==> src/inc/spi_quirk_regs.vh <==
`ifndef SPI_QUIRK_REGS_VH
`define SPI_QUIRK_REGS_VH
// Word length and chip select count
`define DATA_BITS 8
`define NUM_SEL 4
// Per-select configuration field positions
`define CFG_POL_BIT 0
`define CFG_NPHA_BIT 1
`define CFG_KEEP_BIT 2
`define CFG_DIV_LSB 8
`define CFG_DIV_MSB 15
`define CFG_WIDTH 16
// Reset values and divider constants
`define CFG_RESET 16'h0000
`define DIV_ONE 8'h01
`define DIV_ZERO 8'h00
`endif

==> src/design/spi_quirk_core.v <==
`timescale 1ns/100ps
`default_nettype none
`include "spi_quirk_regs.vh"
module spi_quirk_core #(
   parameter DW = `DATA_BITS,
   parameter NS = `NUM_SEL
) (
   input wire sys_clk,
   input wire reset_n,
   input wire enable_cmd,
   input wire disable_cmd,
   input wire soft_reset_bit,
   input wire master_mode,
   input wire fault_detect_disable,
   input wire [1:0] select_index,
   input wire [`CFG_WIDTH*NS-1:0] select_config_register,
   input wire tx_write,
   input wire [DW-1:0] tx_data,
   input wire rx_read,
   input wire sck_in,
   input wire mosi_in,
   input wire miso_in,
   input wire select_in_n,
   input wire fault_in_n,
   output reg sck_out,
   output reg sck_oe,
   output reg mosi_out,
   output reg mosi_oe,
   output reg miso_out,
   output reg miso_oe,
   output reg [NS-1:0] select_out_n,
   output reg spi_enabled,
   output reg transmit_empty_flag,
   output reg receive_full_flag,
   output reg mode_fault_flag,
   output reg [DW-1:0] received_word_register,
   output reg busy
);
   // ------------------------------------------------------------
   // Active select configuration
   // ------------------------------------------------------------
   wire [`CFG_WIDTH-1:0] cfg;
   wire [`CFG_WIDTH-1:0] cfg0;
   assign cfg = select_config_register[select_index*`CFG_WIDTH +:
      `CFG_WIDTH];
   assign cfg0 = select_config_register[`CFG_WIDTH-1:0];
   wire clock_polarity_bit = cfg[`CFG_POL_BIT];
   wire inverted_phase_bit = cfg[`CFG_NPHA_BIT];
   wire keep_select_after_transfer = cfg[`CFG_KEEP_BIT];
   wire [7:0] serial_clock_divider = cfg[`CFG_DIV_MSB:`CFG_DIV_LSB];
   wire keep0 = cfg0[`CFG_KEEP_BIT];

   localparam ST_IDLE = 2'd0;
   localparam ST_SHIFT = 2'd1;
   localparam ST_DONE = 2'd2;

   reg [1:0] st_q;
   reg [DW-1:0] tx_hold_q;
   reg [DW-1:0] sh_q;
   reg [4:0] half_q;
   reg [7:0] last_div_q;
   reg prev_pol_q;
   reg glitch_armed_q;
   reg sck_prev_q;
   reg sel_prev_q;
   reg [4:0] sbits_q;
   wire tick;
   wire rst = !reset_n || soft_reset_bit;

   clk_divider #(.W(8)) u_div (
      .sys_clk(sys_clk),
      .reset_n(!rst),
      .run(st_q == ST_SHIFT),
      .div(serial_clock_divider),
      .tick(tick)
   );

   // ------------------------------------------------------------
   // Control and transmit holding
   // ------------------------------------------------------------
   // Start blocked by keep-asserted select 0 with fault detection on
   wire start_block = keep0 && !fault_detect_disable;
   wire can_start = spi_enabled && master_mode && !transmit_empty_flag
      && !start_block && !mode_fault_flag;
   // Extra pulse when divider-one meets another divider in pol1/pha0
   wire extra_pulse = (last_div_q == `DIV_ONE)
      && (serial_clock_divider != `DIV_ONE)
      && clock_polarity_bit && !inverted_phase_bit;
   wire sck_edge_s = !select_in_n && (sck_in != sck_prev_q);
   wire sample_s = sck_edge_s && ((sck_in ^ clock_polarity_bit)
      == inverted_phase_bit);

   always @(posedge sys_clk) begin
      if (rst) begin
         spi_enabled <= 1'b0;
         transmit_empty_flag <= 1'b1;
         tx_hold_q <= {DW{1'b0}};
      end else begin
         if (enable_cmd) begin
            spi_enabled <= 1'b1;
         end else if (disable_cmd && master_mode) begin
            // Slave ignores disable; only soft reset or reset_n stops it
            spi_enabled <= 1'b0;
         end
         // Writes while disabled are dropped, flag untouched
         if (tx_write && spi_enabled) begin
            tx_hold_q <= tx_data;
            transmit_empty_flag <= 1'b0;
         end else if ((st_q == ST_IDLE && can_start)
            || (!master_mode && spi_enabled && sample_s
            && sbits_q == 5'd0)) begin
            // Slave reload with empty holding just resends; no underrun
            transmit_empty_flag <= 1'b1;
         end
      end
   end

   // ------------------------------------------------------------
   // Master shifter
   // ------------------------------------------------------------
   always @(posedge sys_clk) begin
      if (rst) begin
         st_q <= ST_IDLE;
         sh_q <= {DW{1'b0}};
         half_q <= 5'd0;
         sck_out <= 1'b0;
         sck_oe <= 1'b0;
         mosi_out <= 1'b0;
         mosi_oe <= 1'b0;
         select_out_n <= {NS{1'b1}};
         busy <= 1'b0;
         last_div_q <= `DIV_ZERO;
         mode_fault_flag <= 1'b0;
      end else begin
         sck_oe <= master_mode && spi_enabled;
         mosi_oe <= master_mode && spi_enabled;
         if (master_mode && spi_enabled && !fault_detect_disable
            && !fault_in_n) begin
            mode_fault_flag <= 1'b1;
         end else if (enable_cmd) begin
            mode_fault_flag <= 1'b0;
         end
         case (st_q)
            ST_IDLE: begin
               sck_out <= clock_polarity_bit;
               if (can_start) begin
                  st_q <= ST_SHIFT;
                  sh_q <= tx_hold_q;
                  mosi_out <= tx_hold_q[DW-1];
                  half_q <= 5'd0;
                  busy <= 1'b1;
                  select_out_n <= ~({{(NS-1){1'b0}}, 1'b1} << select_index);
                  if (extra_pulse) begin
                     sck_out <= !clock_polarity_bit;
                  end
               end
            end
            ST_SHIFT: begin
               if (tick) begin
                  sck_out <= !sck_out;
                  half_q <= half_q + 5'd1;
                  if (half_q[0] ^ inverted_phase_bit) begin
                     sh_q <= {sh_q[DW-2:0], miso_in};
                     mosi_out <= sh_q[DW-2];
                  end
                  if (half_q == DW*2-1) begin
                     st_q <= ST_DONE;
                  end
               end
            end
            ST_DONE: begin
               busy <= 1'b0;
               last_div_q <= serial_clock_divider;
               sck_out <= clock_polarity_bit;
               if (!keep_select_after_transfer) begin
                  select_out_n <= {NS{1'b1}};
               end
               st_q <= ST_IDLE;
            end
            default: st_q <= ST_IDLE;
         endcase
      end
   end

   // ------------------------------------------------------------
   // Receive side, both modes
   // ------------------------------------------------------------
   always @(posedge sys_clk) begin
      if (rst) begin
         receive_full_flag <= 1'b0;
         received_word_register <= {DW{1'b0}};
         sck_prev_q <= 1'b0;
         sel_prev_q <= 1'b1;
         prev_pol_q <= 1'b0;
         glitch_armed_q <= 1'b0;
         sbits_q <= 5'd0;
         miso_out <= 1'b0;
         miso_oe <= 1'b0;
      end else begin
         sck_prev_q <= sck_in;
         sel_prev_q <= select_in_n;
         prev_pol_q <= clock_polarity_bit;
         miso_oe <= !master_mode && spi_enabled && !select_in_n;
         if (enable_cmd && !master_mode) begin
            glitch_armed_q <= 1'b1;
         end else if (prev_pol_q != clock_polarity_bit || rx_read) begin
            glitch_armed_q <= 1'b0;
         end
         if (select_in_n) begin
            sbits_q <= 5'd0;
            miso_out <= tx_hold_q[DW-1];
         end else if (!master_mode && spi_enabled && sample_s) begin
            sbits_q <= (sbits_q == DW-1) ? 5'd0 : sbits_q + 5'd1;
         end
         // Set wins over a same-cycle read
         if (st_q == ST_DONE) begin
            received_word_register <= sh_q;
            receive_full_flag <= 1'b1;
         end else if (!master_mode && spi_enabled && sample_s
            && sbits_q == DW-1) begin
            received_word_register <= {sh_q[DW-2:0], mosi_in};
            receive_full_flag <= 1'b1;
         end else if (glitch_armed_q && !master_mode
            && (sck_edge_s || (sel_prev_q && !select_in_n))) begin
            receive_full_flag <= 1'b1;
         end else if (rx_read) begin
            receive_full_flag <= 1'b0;
         end
      end
   end
endmodule
`default_nettype wire

==> src/design/clk_divider.v <==
`timescale 1ns/100ps
`default_nettype none
module clk_divider #(
   parameter W = 8
) (
   input wire sys_clk,
   input wire reset_n,
   input wire run,
   input wire [W-1:0] div,
   output wire tick
);
   reg [W-1:0] cnt_q;
   wire [W-1:0] lim;
   // Divider of zero behaves as one so the link never stalls
   assign lim = (div == {W{1'b0}}) ? {{(W-1){1'b0}}, 1'b1} : div;
   assign tick = run && (cnt_q == lim - {{(W-1){1'b0}}, 1'b1});
   always @(posedge sys_clk) begin
      if (!reset_n || !run || tick) begin
         cnt_q <= {W{1'b0}};
      end else begin
         cnt_q <= cnt_q + {{(W-1){1'b0}}, 1'b1};
      end
   end
endmodule
`default_nettype wire

==> config.mk <==
export PLATFORM = sky130hd
export DESIGN_NAME = spi_quirk_core
export DESIGN_NICKNAME = d
export VERILOG_FILES = /design/src/design/spi_quirk_core.v /design/src/design/clk_divider.v
export VERILOG_INCLUDE_DIRS = /design/src /design/src/inc
export SDC_FILE = /design/constraint.sdc
export NUM_CORES = 1
export LEC_CHECK = 0
export BUFFER_PORTS_ARGS = -buffer_cell sky130_fd_sc_hd__buf_2
export CAP_MARGIN = 20
export CELL_PAD_IN_SITES_DETAIL_PLACEMENT = 0
export CELL_PAD_IN_SITES_GLOBAL_PLACEMENT = 1
export CORE_MARGIN = 3
export CORE_UTILIZATION = 35
export DETAILED_ROUTE_END_ITERATION = 8
export PLACE_DENSITY = 0.79
export REMOVE_ABC_BUFFERS = 1
export SLEW_MARGIN = 10
export SYNTH_ARGS = -nofsm -noshare
export SYNTH_HDL_FRONTEND = slang
export SYNTH_HIERARCHICAL = 1
export SYNTH_SLANG_ARGS = --single-unit
==> constraint.sdc <==
create_clock -name sys_clk -period 4.3 [get_ports sys_clk]
set_input_delay 0.43 -clock sys_clk [delete_from_list [all_inputs] [get_ports sys_clk]]
set_output_delay 0.43 -clock sys_clk [all_outputs]
set_load 0.02 [all_outputs]
==> results summary <==
The run finished with clean final reports. After synthesis, the share of flip-flops with an asynchronous set or reset is 0%. The via count of the first global-routing pass is 3237. At the pin with the least slew margin, the transition time is approximately 0.74 ns. The largest net degree at the start of global routing is 25.

The number of cells in the finished layout apart from fillers came out at 644. The dominant cell type by count on the critical path is sky130_fd_sc_hd__nand3_1. Synthesis instantiated between 50 and 60 different standard cells from the library. The number of buffer cells added on primary ports came out at 90. The number of clock buffers added by TritonCTS is 9. The estimated wirelength of the detail-placed design is 7300 um. The number of pins exceeding their max-slew limit in the final report came to 0.

The startpoint-to-endpoint class of the critical path is input pin to flip-flop. The clock tree skew after final layout is 0.00888 ns. Summed over its instances, the top area cell type makes up 36.3% of the synthesized netlist area. The maximum clock frequency is 258 MHz. Setup repair after global routing left no endpoint under its margin. The largest vdd supply drop came out at around 0.11 mV. In this run the cell area of the synthesized design comes to approximately 0.0038 mm2. The sequential cells in the finished layout cover a total of about 0.0014 mm2. The dominant combinational cell family by area after synthesis is simple AND/OR/NAND/NOR gates. The maximum buffer depth of the clock tree came out at 2. The cell taking the most area after synthesis is sky130_fd_sc_hd__dfxtp_1. After floorplanning, the core was sized to cover 0.0105 mm2. The post-synthesis sequential area ratio is about 36%. The iteration count of the initial detailed-routing pass came out at 4.

In this run switching power makes up a little under a quarter of total power. The Yosys warning count is 6. The number of cells after detailed placement came out at about 630. Combinational cells account for 12.1% of the total power. In the layout the commonest cells are sky130_fd_sc_hd__buf_2, sky130_fd_sc_hd__dfxtp_1, sky130_fd_sc_hd__nand2_1. After clock tree synthesis, the clock-pin slew on the worst setup and hold paths is ~0.07 ns. The post-cts gate resize count is 0. Headroom to the max-slew limit came out at between 50% and 60%. The routability congestion estimate is ~0.83. The detail route stage leaves a number of antenna-violating nets equal to 0. The max capacitance violation total is 0. The setup total negative slack is 0 ns.

The total count of hold-check failures in the final report came out at 0. For this run the aggregate overflow at the end of global routing stands at 0. The largest driver fanout on the critical path is 16.

The first global-routing pass estimated 15500 um of wire. Across all layers, the routed design uses around 3300 vias. Summed over all nets, the switching power comes to 0.317 mW. The fraction of the mapped netlist area in simple logic gates came out at between 20% and 30%.

The later pin in the worst-skew pair is clocked with a latency of ~0.34 ns. The period utilization came out at 90.2%. In the post-synthesis netlist, the biggest area contributors are sky130_fd_sc_hd__dfxtp_1, sky130_fd_sc_hd__mux2i_1, sky130_fd_sc_hd__mux4_2. The worst setup path is launched from an input pin. The fraction of layout cells with a size suffix above 1 came out at 27.8%. The boundary pin count is ~110. The classification of the worst-slack hold path is input pin to flip-flop. The xor/xnor cell area share of the yosys netlist is a little over 5%. For the worst setup path, the data arrival time is around 4.1 ns. The via density per instance is 5.17.

The number of setup buffers added after CTS came out at 0. The largest stage delay on the critical path is 0.60 ns. The number of filler cells placed in the layout is around 1100.

Per report_power, the sequential group accounts for 48.6% of the total. In the final routed layout, each cell accounts on average for about 15 um. The chip height is approximately 110 um. The total power came out at 1.33 mW. The cell area power density is around 290 mW/mm2. The hold-fix buffer count after cts is 0. The data required time of the worst path is between 4 and 5 ns. The placed standard-cell area is 0.00443 mm2. In this run the clock root is driven by a sky130_fd_sc_hd__clkbuf_8.

Traced cell by cell, the critical path runs through buf_2, mux4_2, nor4_1, a21oi_1, ha_1, nor3b_1, xnor2_1, nand3_1, a2111oi_4, nand3_1, mux2_2, a311oi_4, buf_12, nor2_1, a211oi_1. The die is 110 um wide. The CTS tree is built. The internal portion of total power came out at 1.01 mW. The synthesized netlist devotes a little over an eighth of its cell area to compound gates. The number of clock sinks came out at between 60 and 70. In this run, the number of DRC markers left after iteration 0 of detailed routing was approximately 110. The mux share of post-synthesis cell area is roughly 17%. The number of flops mapped to enable cells by yosys came out at 0. The count of standard-cell rows came out at 37. The number of standard cells after synthesis is between 400 and 500. The worst path needs ~3.9 ns of the cycle, external delays included. A synthesized cell averages around 9.2 um2. At the end of the flow the core is filled with cells to 44.1%. The synthesized netlist devotes approximately 3.3% of its cell area to adder and majority cells. The initial antenna violation count came to 0. The standard cell with the maximum stage delay on the critical path is sky130_fd_sc_hd__mux4_2. Among all flip-flop cells after synthesis, the most frequent one is sky130_fd_sc_hd__dfxtp_1. Across all hold checks on the routed design, the worst slack comes to ~0.32 ns. The detailed-route wire length is 9530 um. The number of H-tree levels came out at 3. The total of endpoints with negative setup slack in the final report came out at 0. The floorplan step defined a die boundary enclosing between 0.01 and 0.015 mm2. In the final layout, the multi-input gates occupy 0.00224 mm2. The relative area change from synthesis to final layout is 21.4%. The summed area of non-filler cells in the final layout is 0.00461 mm2. The number of DRC violations after detailed routing came out at 0.

The leakage power figure came out at roughly 1.7 nW. The smallest setup slack after layout came out at about 0.42 ns. The post-placement worst setup slack came out at around 0.079 ns. The element type at the critical path end is a flip-flop.

Leaving out fill and tap cells, the most frequent cell in the layout is sky130_fd_sc_hd__buf_2. The total track usage came out at 16.3%. The share of power burned in the clock network came out at 39.2%. In this run, synthesis produced a sequential element count of between 60 and 70.

The effective utilization at floorplan is between 30% and 40%. The repair_antennas step left the layout with diodes totalling 0. The count of nets after finishing came out at just over 600.
[final timing paths]
kind / from / end / slack, ns / cells past startpoint
hold / removal: tx_data[6] / tx_hold_q[6]$_SDFFE_PN0P_ / 0.32 / 3
setup reg to reg: u_div/cnt_q[5]$_SDFF_PP0_ / sh_q[0]$_SDFFE_PN0P_ / 1.46 / 10
hold reg to reg: tx_hold_q[2]$_SDFFE_PN0P_ / tx_hold_q[2]$_SDFFE_PN0P_ / 0.45 / 2
setup / recovery: select_index[0] / sh_q[0]$_SDFFE_PN0P_ / 0.42 / 15
[cell usage after synthesis, types with 5 or more instances]
library cell	instances
sky130_fd_sc_hd__xnor2_1	8
sky130_fd_sc_hd__a21oi_1	26
sky130_fd_sc_hd__clkbuf_1	8
sky130_fd_sc_hd__nand2_1	39
sky130_fd_sc_hd__nand3_1	13
sky130_fd_sc_hd__mux2i_1	36
sky130_fd_sc_hd__nand2b_1	5
sky130_fd_sc_hd__nand4_1	5
sky130_fd_sc_hd__buf_1	7
sky130_fd_sc_hd__dfxtp_1	69
sky130_fd_sc_hd__a211oi_1	11
sky130_fd_sc_hd__nor4_1	5
sky130_fd_sc_hd__ha_1	10
sky130_fd_sc_hd__nor3_1	14
sky130_fd_sc_hd__o21ai_0	14
sky130_fd_sc_hd__nor2_1	34
sky130_fd_sc_hd__nor4b_1	5
sky130_fd_sc_hd__inv_1	19
sky130_fd_sc_hd__mux4_2	11
sky130_fd_sc_hd__xor2_1	11
[cell families after synthesis]
kind of cell	after synthesis
adder cells (fa/ha/maj)	10
AND/OR/NAND/NOR	152
multiplexers	49
flip-flops	69
AO/OA/AOI/OAI	73
XOR/XNOR	20
buffers and inverters	41
[flip-flops by register name (all words and copies together), names as in the netlist, 2 cells and up]
name / count
last_div_q: 8
received_word_register: 8
tx_hold_q: 8
u_div/cnt_q: 8
sh_q: 7
half_q: 5
sbits_q: 5
select_out_n: 4
st_q: 2
[critical path: cells and delay by family]
family                     cells  cell delay (ns)
AOI/OAI and AO/OA              4             1.04
muxes                          2             0.90
and+or+nand+nor                5             0.84
buffers and inverters          2             0.51
adders and majority gates      1             0.25
xor gates and xnor gates       1             0.16
[area by class of cell]
| cell class | instances | share of cell area [%] |
|---|---|---|
| Sequential cell | 69 | 29.9 |
| Clock inverter | 2 | 0.759 |
| Clock buffer | 11 | 3.28 |
| Timing Repair Buffer | 103 | 12.1 |
| Multi-Input combinational cell | 304 | 48.6 |
| Inverter | 19 | 1.55 |
| Tap cell | 136 | 3.69 |
[metal layers]
layer	global-route usage, %	wire [um]
met5	0	0
met4	5.45	112
met3	3.49	524
met2	27.6	4630
met1	20.6	4260
[power groups by stage]
stage	Clock, mW	Sequential, mW	Combinational, mW
6_report	0.520	0.645	0.161
5_1_grt	0.566	0.645	0.176
4_1_cts	0.536	0.645	0.163
3_5_place_dp	0	0.660	0.162
3_3_place_gp	0	0.660	0.159
2_1_floorplan	0	0.661	0.0904
(Power assumes the default switching activity.)
